## src/pkg/rsm_regs.vh

```
// Register offsets, field positions, state codes and timing constants of the state controller.
`ifndef RSM_REGS_VH
`define RSM_REGS_VH
`define RSM_ADDR_STATUS 12'h000
`define RSM_ADDR_CTRL1 12'h004
`define RSM_ADDR_CTRL3 12'h008
`define RSM_ADDR_OVERRIDE 12'h00c
`define RSM_ADDR_MASK 12'h010
`define RSM_ADDR_FLAGS 12'h014
`define RSM_ADDR_CHECKS 12'h018
`define RSM_STATE_DIAG 2'h1
`define RSM_STATE_NORMAL 2'h2
`define RSM_STATE_FAULT 2'h3
`define RSM_CTRL1_DIAG_EXIT 0
`define RSM_CTRL3_DIAG_REENTRY 0
`define RSM_CTRL3_EXC_EN 1
`define RSM_CTRL3_LOOP_EN 2
`define RSM_OVR_EXC_UV 0
`define RSM_OVR_INPUT 1
`define RSM_OVR_LOOP 2
`define RSM_OVR_SELFTEST 3
`define RSM_OVR_PIN 4
`define RSM_NFAULT 18
`define RSM_DEGLITCH_NS 70000
`define RSM_CLK_PERIOD_NS 4
`define RSM_CLEAR_LOW_MAX_NS 1000000
`define RSM_BLANK_MS 150
`endif

```

## src/hdl/rsm_deglitch.v

```verilog
// Rising-edge deglitch filter for the external reset pin.
module rsm_deglitch #(
    parameter CYCLES = 17500
) (
    input wire clk_sys,
    input wire rawRst_n,
    input wire pinSync,
    output reg clean_q
);
    reg [31:0] count_q;
    // A low level resets the filter at once; a high must persist before release.
    always @(posedge clk_sys or negedge rawRst_n)
    begin
        if (!rawRst_n)
        begin
            count_q <= 32'h0;
            clean_q <= 1'b0;
        end
        else if (!pinSync)
        begin
            count_q <= 32'h0;
            clean_q <= 1'b0;
        end
        else if (count_q >= CYCLES - 1)
            clean_q <= 1'b1;
        else
            count_q <= count_q + 32'h1;
    end
endmodule

```

## src/hdl/rsm_state_ctrl.v

```verilog
// Operating-state controller of the resolver converter with its APB register file.
`include "rsm_regs.vh"
module rsm_state_ctrl #(
    parameter DEGLITCH_CYCLES = (`RSM_DEGLITCH_NS + `RSM_CLK_PERIOD_NS - 1) / `RSM_CLK_PERIOD_NS,
    parameter CLEAR_LOW_MAX_CYCLES = `RSM_CLEAR_LOW_MAX_NS / `RSM_CLK_PERIOD_NS,
    parameter BLANK_CYCLES = `RSM_BLANK_MS * 1000000 / `RSM_CLK_PERIOD_NS
) (
    input wire clk_sys,
    input wire rst_n,
    input wire externalResetPin_n,
    input wire faultClearPin,
    input wire supplyUv,
    input wire coreRegUv,
    input wire clockLoss,
    input wire thermalShutdown,
    input wire [`RSM_NFAULT-1:0] faultIn,
    input wire checksDone,
    input wire [11:0] paddr,
    input wire psel,
    input wire penable,
    input wire pwrite,
    input wire [31:0] pwdata,
    output wire [31:0] prdata,
    output wire pready,
    output wire pslverr,
    output reg boostEnable_q,
    output reg coreRegEnable_q,
    output reg frontEndEnable_q,
    output reg oscEnable_q,
    output reg exciterEnable_q,
    output reg loopEnable_q,
    output reg monitorEnable_q,
    output reg runChecks_q,
    output reg outputsValid_q,
    output wire faultPinOut,
    output wire faultPinOe
);
    // Fault bit order of faultIn: 0 cal, 1 overcurrent, 2 thermal warn, 3 user crc,
    // 4 trim crc, 5 serial, 6 exciter uv, 7 input high ov, 8 input low ov, 9 short,
    // 10-13 open faults, 14 loop error, 15 analog self-test, 16 logic self-test,
    // 17 pin readback; higher bits unused beyond these.
    localparam [1:0] ST_DIAG = `RSM_STATE_DIAG;
    localparam [1:0] ST_NORMAL = `RSM_STATE_NORMAL;
    localparam [1:0] ST_FAULT = `RSM_STATE_FAULT;
    localparam [`RSM_NFAULT-1:0] KEEP_ON = 18'h0003f;
    localparam [`RSM_NFAULT-1:0] GRP_UV = 18'h00040;
    localparam [`RSM_NFAULT-1:0] GRP_INPUT = 18'h03f80;
    localparam [`RSM_NFAULT-1:0] GRP_LOOP = 18'h04000;
    localparam [`RSM_NFAULT-1:0] GRP_BIST = 18'h18000;
    localparam [`RSM_NFAULT-1:0] GRP_PIN = 18'h20000;

    wire pinRstSync;
    wire clearSync;
    wire pinClean;
    reg [1:0] sysRst_q;
    wire sysRst_n;
    wire severe;
    wire porRst_n;
    reg [1:0] por_q;

    // Reset pin and fault-clear pin come from outside and are synchronised first.
    rsm_sync uRstSync (
        .clk_sys(clk_sys),
        .rst_n(sysRst_n),
        .din(externalResetPin_n),
        .dout_q(pinRstSync)
    );
    rsm_sync uClrSync (
        .clk_sys(clk_sys),
        .rst_n(sysRst_n),
        .din(faultClearPin),
        .dout_q(clearSync)
    );
    rsm_deglitch #(
        .CYCLES(DEGLITCH_CYCLES)
    ) uDeglitch (
        .clk_sys(clk_sys),
        .rawRst_n(sysRst_n),
        .pinSync(pinRstSync),
        .clean_q(pinClean)
    );

    // Board reset released through two flip-flops.
    always @(posedge clk_sys or negedge rst_n)
    begin
        if (!rst_n)
            sysRst_q <= 2'h0;
        else
            sysRst_q <= {sysRst_q[0], 1'b1};
    end
    assign sysRst_n = sysRst_q[1];

    // Internal power-on reset: held by a low pin or a severe condition.
    reg [3:0] severeMeta_q;
    reg [3:0] severeSync_q;
    // Monitor levels come from analog comparators, so they cross two flip-flops first.
    // The two cycles of latency are traded for freedom from metastable resets.
    always @(posedge clk_sys or negedge sysRst_n)
    begin
        if (!sysRst_n)
        begin
            severeMeta_q <= 4'h0;
            severeSync_q <= 4'h0;
        end
        else
        begin
            severeMeta_q <= {supplyUv, coreRegUv, clockLoss, thermalShutdown};
            severeSync_q <= severeMeta_q;
        end
    end
    assign severe = |severeSync_q;
    always @(posedge clk_sys or negedge sysRst_n)
    begin
        if (!sysRst_n)
            por_q <= 2'h0;
        else if (!pinClean || severe)
            por_q <= 2'h0;
        else
            por_q <= {por_q[0], 1'b1};
    end
    assign porRst_n = por_q[1];

    reg [1:0] state_q;
    reg [1:0] state_d;
    reg diag_exit_request_q;
    reg diagReq_q;
    reg [4:0] override_q;
    reg [`RSM_NFAULT-1:0] mask_q;
    reg [`RSM_NFAULT-1:0] flags_q;
    reg [1:0] seq_q;
    reg clearPrev_q;
    reg [31:0] lowCount_q;
    reg [31:0] blank_q;
    reg reentry_q;

    wire [`RSM_NFAULT-1:0] active = faultIn & ~mask_q;
    wire anyFault = |active;
    wire [`RSM_NFAULT-1:0] excOk = KEEP_ON
        | (override_q[`RSM_OVR_EXC_UV] ? GRP_UV : 18'h0)
        | (override_q[`RSM_OVR_INPUT] ? GRP_INPUT : 18'h0)
        | (override_q[`RSM_OVR_LOOP] ? GRP_LOOP : 18'h0)
        | (override_q[`RSM_OVR_SELFTEST] ? GRP_BIST : 18'h0)
        | (override_q[`RSM_OVR_PIN] ? GRP_PIN : 18'h0);
    wire excKill = |(active & ~excOk);
    // A pulse is accepted only if the low phase stayed within the limit.
    wire clearPulse = clearSync & ~clearPrev_q && lowCount_q <= CLEAR_LOW_MAX_CYCLES;

    wire apbWrite = psel & penable & pwrite;
    wire apbRead = psel & penable & ~pwrite;
    wire wrCtrl1 = apbWrite && paddr == `RSM_ADDR_CTRL1;
    wire wrCtrl3 = apbWrite && paddr == `RSM_ADDR_CTRL3;
    wire rdFlags = apbRead && paddr == `RSM_ADDR_FLAGS;

    // Next-state logic.
    always @*
    begin
        state_d = state_q;
        case (state_q)
            ST_DIAG:
                if (diag_exit_request_q)
                    state_d = ST_NORMAL;
                else if (checksDone && !anyFault)
                    state_d = ST_NORMAL;
            ST_NORMAL:
                if (diagReq_q)
                    state_d = ST_DIAG;
                else if (anyFault)
                    state_d = ST_FAULT;
            ST_FAULT:
                if (clearPulse)
                    state_d = ST_NORMAL;
            default:
                state_d = ST_DIAG;
        endcase
    end

    // Main state, enables, control bits and flags; reset restores the frozen condition.
    always @(posedge clk_sys or negedge porRst_n)
    begin
        if (!porRst_n)
        begin
            state_q <= ST_DIAG;
            boostEnable_q <= 1'b0;
            coreRegEnable_q <= 1'b0;
            frontEndEnable_q <= 1'b0;
            oscEnable_q <= 1'b0;
            exciterEnable_q <= 1'b0;
            loopEnable_q <= 1'b0;
            monitorEnable_q <= 1'b0;
            runChecks_q <= 1'b0;
            outputsValid_q <= 1'b0;
            diag_exit_request_q <= 1'b0;
            diagReq_q <= 1'b0;
            override_q <= 5'h0;
            mask_q <= 18'h0;
            flags_q <= 18'h0;
            seq_q <= 2'h0;
            clearPrev_q <= 1'b1;
            lowCount_q <= 32'h0;
            blank_q <= 32'h0;
            reentry_q <= 1'b0;
        end
        else
        begin
            state_q <= state_d;
            boostEnable_q <= 1'b1;
            coreRegEnable_q <= 1'b1;
            frontEndEnable_q <= 1'b1;
            oscEnable_q <= 1'b1;
            clearPrev_q <= clearSync;
            lowCount_q <= clearSync ? 32'h0 : lowCount_q + 32'h1;
            if (blank_q < BLANK_CYCLES)
                blank_q <= blank_q + 32'h1;
            // Flags are sticky; a read clears only those whose cause is gone, so set wins.
            flags_q <= (rdFlags ? 18'h0 : flags_q) | faultIn;
            if (wrCtrl1 && pwdata[`RSM_CTRL1_DIAG_EXIT])
                diag_exit_request_q <= 1'b1;
            if (wrCtrl3 && pwdata[`RSM_CTRL3_DIAG_REENTRY])
                diagReq_q <= 1'b1;
            if (apbWrite && paddr == `RSM_ADDR_OVERRIDE)
                override_q <= pwdata[4:0];
            if (apbWrite && paddr == `RSM_ADDR_MASK)
                mask_q <= pwdata[`RSM_NFAULT-1:0];
            case (state_d)
                ST_DIAG:
                begin
                    runChecks_q <= 1'b1;
                    // Dropped on entry only, so a host re-enable after reentry is kept.
                    if (state_q != ST_DIAG)
                    begin
                        exciterEnable_q <= 1'b0;
                        loopEnable_q <= 1'b0;
                    end
                    monitorEnable_q <= 1'b0;
                    outputsValid_q <= 1'b0;
                    seq_q <= 2'h0;
                    if (state_q == ST_NORMAL)
                    begin
                        diagReq_q <= 1'b0;
                        reentry_q <= blank_q >= BLANK_CYCLES;
                    end
                    if (state_q == ST_DIAG && reentry_q && wrCtrl3)
                    begin
                        exciterEnable_q <= pwdata[`RSM_CTRL3_EXC_EN];
                        loopEnable_q <= pwdata[`RSM_CTRL3_LOOP_EN];
                    end
                end
                ST_NORMAL:
                begin
                    runChecks_q <= 1'b0;
                    diag_exit_request_q <= 1'b0;
                    reentry_q <= 1'b0;
                    // Blocks come up one per cycle in the documented order.
                    if (seq_q != 2'h3)
                        seq_q <= seq_q + 2'h1;
                    if (seq_q == 2'h0)
                        exciterEnable_q <= 1'b1;
                    if (seq_q == 2'h1)
                        loopEnable_q <= 1'b1;
                    if (seq_q == 2'h2)
                        monitorEnable_q <= 1'b1;
                    if (seq_q == 2'h3 && wrCtrl3)
                    begin
                        exciterEnable_q <= pwdata[`RSM_CTRL3_EXC_EN];
                        loopEnable_q <= pwdata[`RSM_CTRL3_LOOP_EN];
                    end
                    outputsValid_q <= exciterEnable_q & loopEnable_q & monitorEnable_q;
                end
                ST_FAULT:
                begin
                    runChecks_q <= 1'b0;
                    loopEnable_q <= 1'b0;
                    outputsValid_q <= 1'b0;
                    // Restart the bring-up order so a cleared fault brings the loop back.
                    seq_q <= 2'h0;
                    if (excKill)
                        exciterEnable_q <= 1'b0;
                    else if (wrCtrl3)
                        exciterEnable_q <= pwdata[`RSM_CTRL3_EXC_EN];
                end
                default:
                    runChecks_q <= 1'b0;
            endcase
        end
    end

    // Open drain: driven low when no fault and in reset freeze, released only in the fault state.
    assign faultPinOut = 1'b0;
    assign faultPinOe = (state_q != ST_FAULT) | ~porRst_n;

    // Read mux; unmapped addresses read zero and raise no error.
    reg [31:0] rdata;
    always @*
    begin
        rdata = 32'h0;
        case (paddr)
            `RSM_ADDR_STATUS:
                rdata = {30'h0, porRst_n ? state_q : 2'h0};
            `RSM_ADDR_CTRL1:
                rdata = {31'h0, diag_exit_request_q};
            `RSM_ADDR_CTRL3:
                rdata = {29'h0, loopEnable_q, exciterEnable_q, diagReq_q};
            `RSM_ADDR_OVERRIDE:
                rdata = {27'h0, override_q};
            `RSM_ADDR_MASK:
                rdata = {14'h0, mask_q};
            `RSM_ADDR_FLAGS:
                rdata = {14'h0, flags_q};
            `RSM_ADDR_CHECKS:
                rdata = {30'h0, checksDone, runChecks_q};
            default:
                rdata = 32'h0;
        endcase
    end
    assign prdata = (psel & ~pwrite) ? rdata : 32'h0;
    assign pready = 1'b1;
    assign pslverr = 1'b0;
endmodule

```

## src/hdl/rsm_sync.v

```verilog
// Two flip-flop synchroniser for one level.
module rsm_sync (
    input wire clk_sys,
    input wire rst_n,
    input wire din,
    output reg dout_q
);
    reg meta_q;
    // The first stage feeds only the second stage.
    always @(posedge clk_sys or negedge rst_n)
    begin
        if (!rst_n)
        begin
            meta_q <= 1'b0;
            dout_q <= 1'b0;
        end
        else
        begin
            meta_q <= din;
            dout_q <= meta_q;
        end
    end
endmodule

```

## config.mk

```make
export PLATFORM = sky130hd
export DESIGN_NAME = rsm_state_ctrl
export DESIGN_NICKNAME = d
export VERILOG_FILES = /design/src/hdl/rsm_deglitch.v /design/src/hdl/rsm_state_ctrl.v /design/src/hdl/rsm_sync.v
export VERILOG_INCLUDE_DIRS = /design/src /design/src/pkg
export SDC_FILE = /design/constraint.sdc
export NUM_CORES = 1
export LEC_CHECK = 0
export BUFFER_PORTS_ARGS = -buffer_cell sky130_fd_sc_hd__buf_2
export CAP_MARGIN = 15
export CORE_MARGIN = 1
export CORE_UTILIZATION = 53
export CTS_BUF_LIST = sky130_fd_sc_hd__clkbuf_4
export CTS_CLUSTER_SIZE = 20
export DETAILED_ROUTE_END_ITERATION = 16
export HOLD_SLACK_MARGIN = 0.08
export PLACE_DENSITY = 0.84
export SLEW_MARGIN = 20
export SYNTH_ARGS = -nofsm -noshare
export SYNTH_HDL_FRONTEND = slang
export SYNTH_SLANG_ARGS = --single-unit
```

## constraint.sdc

```tcl
create_clock -name clk_sys -period 8.8 [get_ports clk_sys]
set_input_delay 0.44 -clock clk_sys [delete_from_list [all_inputs] [get_ports clk_sys]]
set_output_delay 0.44 -clock clk_sys [all_outputs]
set_load 0.02 [all_outputs]
```

Word-level counts from Yosys, hierarchy flattened

Index checks and enable logic that the tools add are counted.

Multiplexer cells: 45
$add $sub $neg: 4
Eq/ne operators: 27
Reduce and logical (&&, ||, !) cells: 30
Order comparisons: 4
Bitwise operators: 20

Operators with widths:

| kind                    | number |
|---|---|
| $mux W32                | 4 |
| $pmux W18 S7            | 1 |
| $add A32 B1 Y32 const B | 3 |
| $and A18 B18 Y18        | 2 |
| $eq A12 B5 Y1 const B   | 3 |
| $mux W18                | 2 |
| $not A18 Y18            | 2 |
| $reduce_or A18 Y1       | 2 |
| $ge A32 B15 Y1 const B  | 1 |
| $ge A32 B26 Y1 const B  | 1 |
| $le A32 B18 Y1 const B  | 1 |
| $lt A32 B26 Y1 const B  | 1 |
| $eq A12 B4 Y1 const B   | 2 |
| $mux W1                 | 19 |
| $or A17 B18 Y18         | 1 |
| $or A18 B18 Y18         | 1 |
| $mux W17                | 1 |
| $or A15 B17 Y17         | 1 |
| $mux W2                 | 8 |
| $mux W15                | 1 |
| $or A14 B15 Y15         | 1 |
| $mux W14                | 1 |
| $or A7 B14 Y14          | 1 |
| $eq A12 B3 Y1 const B   | 1 |
| 26 further kinds        | 69 |

Output and inout bits: 45
Word-level logic and storage cells: 157
Register bits after elaboration: 168
Input bits: 74

Longest topological paths before layout

Gate-level depths: netlist (run 1).

Word-level depth: 12
Depth in mapped cells: 10
Mapped depth without buffers: 9

Hierarchy

Synthesis (run 1) repeated with hierarchy kept, for this count alone.

Cells, all modules: 763
Area, all modules: 8,023.9 sq um

By module, submodules not included:

| module         | area an instance (sq um) | sequential area each (sq um) | cells an instance | times used |
|---|---|---|---|---|
| rsm_state_ctrl | 6,438.7                  | 3,280.6                      | 623               | 1 |
| rsm_deglitch   | 1,485.2                  | 825.8                        | 136               | 1 |
| rsm_sync       | 50.0                     | 50.0                         | 2                 | 2 |

Least setup slack after synthesis (run 1)

No wires, ideal clock.

Path kind: register to output
From: reg por_q[1]
To: out prdata[0]
Required time: 8.360 ns
Stages on the path, launching flop included: 5
Setup slack: 4.574 ns
Arrival: 3.786 ns
Path buffers: 0
Cells stage by stage: dfrtp_1 -> and2_0 -> mux4_2 -> o21ai_0 -> nor2_1

Longest elaborated chain between the ends: 3

RTL lines:

| element                  | line                 | source |
|---|---|---|
| start: declaration       | rsm_state_ctrl.v:59  | `reg [1:0] por_q;` |
| start signal: assignment | rsm_state_ctrl.v:119 | `por_q <= {por_q[0], 1'b1};` |
| $mux W2                  | rsm_state_ctrl.v:298 | `rdata = {30'h0, porRst_n ? state_q : 2'h0};` |
| $pmux W18 S7             | rsm_state_ctrl.v:296 | `case (paddr)` |
| $mux W32                 | rsm_state_ctrl.v:315 | `assign prdata = (psel & ~pwrite) ? rdata : 32'h0;` |
| end: declaration         | rsm_state_ctrl.v:23  | `output wire [31:0] prdata,` |

Every way passes these cells.

Final worst setup path (run 1)

From: reg por_q[1]
To: out faultPinOe

Longest elaborated chain between the ends: 2

RTL lines:

| element          | line                 | source |
|---|---|---|
| $not A1 Y1       | rsm_state_ctrl.v:289 | `assign faultPinOe = (state_q != ST_FAULT) \| ~porRst_n;` |
| $or A1 B1 Y1     | rsm_state_ctrl.v:289 |  |
| end: declaration | rsm_state_ctrl.v:36  | `output wire faultPinOe` |

Every way passes these cells.

==> metrics.md, run 1 <==
| Metric | Value |
|---|---|
| Status | `finished, final reports clean` |
| TNS Setup | `0 ns` |
| Worst Clk Skew | `0.01729 ns` |
| Post-CTS Setup Bufs | `0` |
| Fin crit period | `3.098 ns` |
| Row count | `44` |
| Vias per cell | `between 5 and 6` |
| Area occupied by multi-input gates | `3312 um^2` |
| Critical path endpoint category | `output pin` |
| LEAKAGE | `about 4.4 nW` |
| Number of fillers in the final layout | `approximately 1100` |
| Syn-to-layout area delta | `14.91%` |
| Setup Crit Path Kind | `reg2out` |
| YS warnings | `0` |
| Number of global-route vias before repair | `5650` |
| Crit-path max cell delay | `0.86 ns` |
| Reg clk slew, reported paths | `approximately 0.14 ns` |
| # DRC | `0` |
| Crit path max fanout | `between 70 and 80` |
| Nets | `about 940` |
| Die area | `15240 um^2` |
| Peak supply drop | `0.0001109 V` |
| Latest clock arrival within the worst-skew pair | `around 0.57 ns` |
| # setup viols final | `0` |
| HPWL after DPL | `~10 mm` |
| Syn_area_per_cell | `10.61 um^2` |
| Final Max Tran Viols | `0` |
| Max-Cap Viols | `0` |
| Startpoint types | `register` |
| Layout cells sized above 1 | `19.10%` |
| Clk root buf | `clkbuf_4` |
| Arrival time worst endpoint | `2.66 ns` |
| Routed via count | `5757` |
| Slowest-stage cell, CP | `dfrtp_4` |
| Port Buffers | `slightly below 90` |
| GPL Wtd Cong | `just over 0.8` |
| Die Ht | `about 120 um` |
| Mapped Cells | `737` |
| Core Region | `around 14000 um^2` |
| Initial antenna violation count | `0` |
| CP bufs+invs | `2` |
| Yosys cell types | `75` |
| Register area share after synthesis | `53.80%` |
| Most frequent cells in the layout | `164 x dfrtp_1, 87 x buf_2, 68 x nor2_1` |
| CP Data Required Time | `~8.4 ns` |
| Actual slew at the worst max-slew pin | `1.057 ns` |
| Fmax achieved | `0.3228 GHz` |
| DR iter-0 viols | `354` |
| Flip-flop and latch area | `4212 um^2` |
| Die X | `123.5 um` |
| Slew headroom | `28.90%` |
| Drt pass-1 iters | `5` |
| Total GRT Usage | `22.37%` |
| RSZ-0062 raised after global routing | `no` |
| Remaining antenna violation count after routing | `0` |
| CTS sink cnt | `168` |
| Final Cycle Share | `35.21%` |
| Async set-or-reset flop fraction in the synthesized netlist | `100.0%` |
| Delay-heaviest family, CP | `buffers and inverters` |
| First-pass GRT wire length | `26.37 mm` |
| Final hold viol count | `0` |
| Post-synth EDFFs | `0` |
| CTS Buf Count | `17` |
| Most common cell after layout, fill and taps aside | `dfrtp_1` |
| Flops & latches, synth | `168` |
| CTS tree | `built` |
| H-tree levels | `4` |
| Largest net degree at the start of global routing | `73` |
| Min-delay worst type | `in2reg` |
| ANT cells | `0` |
| Initial Util | `54.00%` |
| Cell Area, Synth | `7819 um^2` |
| Total congestion overflow | `0` |
| Boundary Pins | `119` |
| Core Util, Final | `between 60 and 70%` |
| Clock Tree Buf Depth | `2` |
| Crit path cell chain | `buf_4 -> nand3_1 -> buf_2` |
| Top FF cell, synth | `dfrtp_1` |
| Power per Cell Area | `147.1 nW/um^2` |
| WL per Instance | `15.04 um` |
| Total Wirelength | `about 16 mm` |
==> cells in the mapped netlist, types with 4 or more instances <==
cell | instances | area share [%]
and3_1 | 13 | 1.0
dfrtp_1 | 166 | 53
o21ai_0 | 20 | 1.3
xnor2_1 | 36 | 4.0
mux2_2 | 23 | 3.3
clkbuf_1 | 18 | 0.86
inv_1 | 27 | 1.3
buf_4 | 20 | 1.9
nand2b_1 | 13 | 1.0
a21o_1 | 8 | 0.77
nor2b_1 | 9 | 0.72
or3_1 | 8 | 0.64
nand4_1 | 14 | 1.1
a21oi_1 | 13 | 0.83
nor4_1 | 14 | 1.1
nand2_1 | 61 | 2.9
o211ai_1 | 4 | 0.38
nor3_1 | 5 | 0.32
ha_1 | 9 | 1.4
xor2_1 | 23 | 2.6
and2_1 | 33 | 2.6
nand3_1 | 32 | 2.0
o22ai_1 | 5 | 0.40
mux2i_1 | 18 | 2.3
nor2_1 | 68 | 3.3
==> routing by layer <==
metal	wire length [um]	share of wire [%]	global-route usage (%)	up-vias
met4	462	2.9	10.77	0
met5	0	0	0	-
li1	-	-	-	2729
met3	741	4.7	4.843	47
met1	6912	44	29.17	2788
met2	7719	49	35.58	193
==> flip-flops by register name, summed over array words and instances, names as in the netlist, 2 cells and up <==
register / count
blank_q: 32
lowCount_q: 32
uDeglitch.count_q: 32
flags_q: 18
mask_q: 18
override_q: 5
severeMeta_q: 4
severeSync_q: 4
por_q: 2
seq_q: 2
state_q: 2
sysRst_q: 2
==> cells by family (layout without fill, tap and decap cells) <==
group | after synthesis | count (layout) | synth area share (%)
adder cells (fa/ha/maj) | 9 | 9 | 1.440
AND/OR/NAND/NOR | 301 | 301 | 20.31
AO/OA/AOI/OAI | 82 | 82 | 6.977
flip-flops | 168 | 168 | 53.80
XOR/XNOR | 59 | 59 | 6.609
buffers and inverters | 73 | 188 | 4.721
multiplexers | 43 | 43 | 6.049
other | 2 | 19 | 0.09605
==> cell type report <==
type                            count  area share [%]
Timing Repair Buffer              129           9.469
Clock buffer                       17           1.420
Tap cell                          184           2.562
Clock inverter                     15           1.685
Sequential cell                   168           46.87
Multi-Input combinational cell    513           36.86
Inverter                           27           1.128
==> worst register-to-register path, stage by stage (launching register included) <==
cell and delay (ns):
dfrtp_1 0.43, ha_1 0.31, o211a_1 0.23, o21ai_0 0.13, a21boi_0 0.11, o41ai_1 0.31
nor3b_2 0.61, nand3_1 0.25, o211ai_1 0.22, o31ai_1 0.09
==> stage by stage <==
stage                     power (W)  hold slack (ns)  cell area [um^2]  worst slack [ns]  std cells
after floorplan           0.0008549           0.1444              7883             4.574        754
after global placement    0.0008759           0.2252              8300             5.640        981
after detailed placement  0.0008773           0.2277              8300             5.563        981
after CTS                  0.001332           0.1052              8980             5.537       1053
after global routing       0.001372           0.1196              8985             5.371       1053
final                      0.001322           0.1482              8985             5.702       1053
==> power breakdown <==
part	leakage [nW]	switching [W]	total, W	internal, W
Sequential	2.22	0.0000131	0.000796	0.000783
Combinational	2.02	0.0000438	0.0000825	0.0000387
Clock	0.145	0.000275	0.000444	0.000168
Total	4.38	0.000332	0.00132	0.000990
==> what timing repair did <==
item / in CTS / in global routing
resized for setup: 0 / 0
hold buffers: 40 / 0
endpoints found under the hold margin: 42 / 0
setup endpoints to repair: 0 / 0
==> final timing paths <==
check	slack [ns]	depth (start not counted)	end	start
setup / recovery	5.70	3	faultPinOe	por_q[1]$_DFF_PN0_
hold / removal	0.15	3	diagReq_q$_DFF_PN0_	pwdata[0]
setup reg to reg	6.01	9	uDeglitch.count_q[8]$_DFFE_PN0P_	uDeglitch.count_q[0]$_DFFE_PN0P_
hold reg to reg	0.35	0	blank_q[27]$_DFFE_PN0P_	por_q[1]$_DFF_PN0_
max in group asynchronous	7.09	1	blank_q[14]$_DFFE_PN0P_	por_q[1]$_DFF_PN0_
min in group asynchronous	0.17	2	sysRst_q[1]$_DFF_PN0_	rst_n
(Power assumes the default switching activity.)
==> inputs of run 2 (changes only) <==
clock period = 3.1 ns   (was 8.8 ns; I/O delays follow)
==> metrics.md, run 2 (synthesis results as in run 1) <==
| Metric | Value |
|---|---|
| Worst hold start | `paddr[5]` |
| Worst slack at placement | `0.5124 ns (-5.051 ns)` |
| Worst hold slack | `0.1168 ns (-0.03142 ns)` |
| Boundary Pins | `119 (unchanged)` |
| Hold Path Sink | `diag_exit_request_q$_DFFE_PN0P_` |
| Core Region | `14480 um^2 (unchanged)` |
| Layout cells sized above 1 | `19.48% (+0.38 points)` |
| Crit path cell chain | `dlygate4sd3_1 -> buf_2 -> nor2_1 -> dlygate4sd3_1 -> nand2_1 -> nor3b_2 -> a32o_1 -> a22oi_1 -> nor2_1 -> buf_2` |
| TNS Setup | `0 ns (unchanged)` |
| Placed Cells | `987 (+0.61%)` |
| Syn-to-layout area delta | `16.79%` |
| HPWL after DPL | `10.30 mm (+2.7%)` |
| Reg-to-Reg Start | `uDeglitch.count_q[0]$_DFFE_PN0P_` |
| Nets | `954 (+1.6%)` |
| Worst hold stages | `6 (+3)` |
| Die Ht | `123.5 um (unchanged)` |
| Max-Cap Viols | `0 (unchanged)` |
| CTS Buf Count | `17 (unchanged)` |
| Actual slew at the worst max-slew pin | `0.8871 ns (-0.1697 ns)` |
| Post-CTS Setup Bufs | `0 (unchanged)` |
| Peak supply drop | `0.0003423 V (+210%)` |
| Setup Crit Path Kind | `in2out` |
| Crit path max fanout | `4 (-94%)` |
| LEAKAGE | `4.454 nW (+1.6%)` |
| Vias per cell | `5.489 (+0.39%)` |
| Number of fillers in the final layout | `1074 (-4.1%)` |
| RSZ-0062 raised after global routing | `no` |
| Fmax achieved | `0.3817 GHz` |
| Routed via count | `5862 (+1.8%)` |
| Latest clock arrival within the worst-skew pair | `0.57 ns (about the same)` |
| # DRC | `0 (unchanged)` |
| Total GRT Usage | `22.76% (+0.39 points)` |
| R2R Setup Slk | `0.49 ns (-5.52 ns)` |
| Startpoint types | `input port` |
| Setup slack after layout | `0.4801 ns (-5.222 ns)` |
| Number of global-route vias before repair | `5742 (+1.6%)` |
| Crit-path max cell delay | `0.57 ns (-0.29 ns)` |
| Worst Clk Skew | `0.01982 ns (+0.002534 ns)` |
| Power per Cell Area | `413.1 nW/um^2 (+180%)` |
| Min-delay worst type | `in2reg` |
| Drt pass-1 iters | `5 (unchanged)` |
| Total congestion overflow | `0 (unchanged)` |
| Initial Util | `54.00% (unchanged)` |
| Reg2reg path depth | `10 (+1)` |
| CTS tree | `built` |
| GPL Wtd Cong | `0.8221 (+0.66%)` |
| Regs by FF count | `blank_q: 32 flops, lowCount_q: 32 flops, uDeglitch.count_q: 32 flops` |
| WL per Instance | `15.12 um (+0.53%)` |
| Core Util, Final | `63.07% (+1.0 points)` |
| Port Buffers | `87 (unchanged)` |
| Reg clk slew, reported paths | `0.13 ns (about the same)` |
| Clk root buf | `clkbuf_4` |
| Most frequent cells in the layout | `164 x dfrtp_1, 87 x buf_2, 68 x nor2_1` |
| Status | `finished, final reports clean` |
| First-pass GRT wire length | `26.65 mm (+1.1%)` |
| CP Data Required Time | `2.94 ns (-5.42 ns)` |
| # setup viols final | `0 (unchanged)` |
| Arrival time worst endpoint | `2.46 ns (-0.20 ns)` |
| Critical path endpoint category | `output pin` |
| Die area | `15240 um^2 (unchanged)` |
| Total Wirelength | `16.15 mm (+2.0%)` |
| Final hold viol count | `0 (unchanged)` |
| Final Max Tran Viols | `0 (unchanged)` |
| Fin crit period | `2.620 ns` |
| H-tree levels | `4 (unchanged)` |
| Fin cells | `1068 (+1.4%)` |
| Most common cell after layout, fill and taps aside | `dfrtp_1` |
| Die X | `123.5 um (unchanged)` |
| Remaining antenna violation count after routing | `0 (unchanged)` |
| CTS sink cnt | `168 (unchanged)` |
| Row count | `44 (unchanged)` |
| Final Cycle Share | `84.51%` |
| Initial antenna violation count | `1 (+1)` |
| Slowest-stage cell, CP | `dlygate4sd3_1` |
| Largest net degree at the start of global routing | `74 (+1.4%)` |
| Clock Tree Buf Depth | `2 (unchanged)` |
| DR iter-0 viols | `419 (+18%)` |
| Slew headroom | `40.86% (+12 points)` |
| Reg2reg end | `uDeglitch.count_q[7]$_DFFE_PN0P_` |
[run 2: cell types whose count changed in the layout (fill, tap and decap cells not counted), sizes merged]
cell	before	now
clkinvlp	3	4
clkinv	8	3
diode	0	1
clkbuf	17	20
buf	89	96
dlygate4sd3	40	48
[run 2: worst max path at each step]
| stage | startpoint | end | slack, ns | cells after the start |
|---|---|---|---|---|
| 3_5_place_dp | uDeglitch.count_q[0]$_DFFE_PN0P_ | uDeglitch.count_q[8]$_DFFE_PN0P_ | 0.51 | 10 |
| 2_1_floorplan | por_q[1]$_DFF_PN0_ | prdata[0] | 0.39 | 4 |
| 4_1_cts | uDeglitch.count_q[0]$_DFFE_PN0P_ | uDeglitch.count_q[7]$_DFFE_PN0P_ | 0.48 | 10 |
| 3_3_place_gp | paddr[7] | prdata[13] | 0.67 | 8 |
| 6_report | paddr[11] | prdata[4] | 0.48 | 10 |
| 5_1_grt | uDeglitch.count_q[0]$_DFFE_PN0P_ | uDeglitch.count_q[7]$_DFFE_PN0P_ | 0.22 | 10 |
[run 2: worst max-delay path: cells and delay by family]
| family | cells | cell delay, ns |
|---|---|---|
| and+or+nand+nor | 4 | 0.64 |
| AOI/OAI and AO/OA | 2 | 0.26 |
| buffers and inverters | 4 | 1.39 |
[run 2: layout make-up]
class	instances	area (um^2)	area share, %
multi-input cells	513	3307	36.22
flip-flops and latches	168	4212	46.12
diodes	1	2.502	0.02740
repair buffers	144	1003	10.99
well taps	184	230.2	2.521
clock buffers	20	150.1	1.644
clock inverters	11	125.1	1.370
inverters	27	101.3	1.110
[run 2: per-stage QoR]
step | total power [W] | cell area (um^2)
6_report | 0.003772 | 9131
5_1_grt | 0.003922 | 9131
4_1_cts | 0.003787 | 9101
3_5_place_dp | 0.002494 | 8346
3_3_place_gp | 0.002491 | 8346
2_1_floorplan | 0.002427 | 7884
[run 2: where the power goes]
group | switching [W] | internal, W
clock | 0.000762 | 0.000502
sequential | 0.0000329 | 0.00222
combinational | 0.000133 | 0.000121
[run 2: metal layers]
layer  global-route usage [%]  share of wire [%]
met1                    28.03                 43
met2                    38.02                 50
met3                    5.812                4.5
met4                    9.639                2.9
met5                        0                  0
[run 2: timing repair]
action | in CTS | in global routing
resized for setup | 0 | 0
hold buffers | 48 | 0
endpoints found under the hold margin | 55 | 0
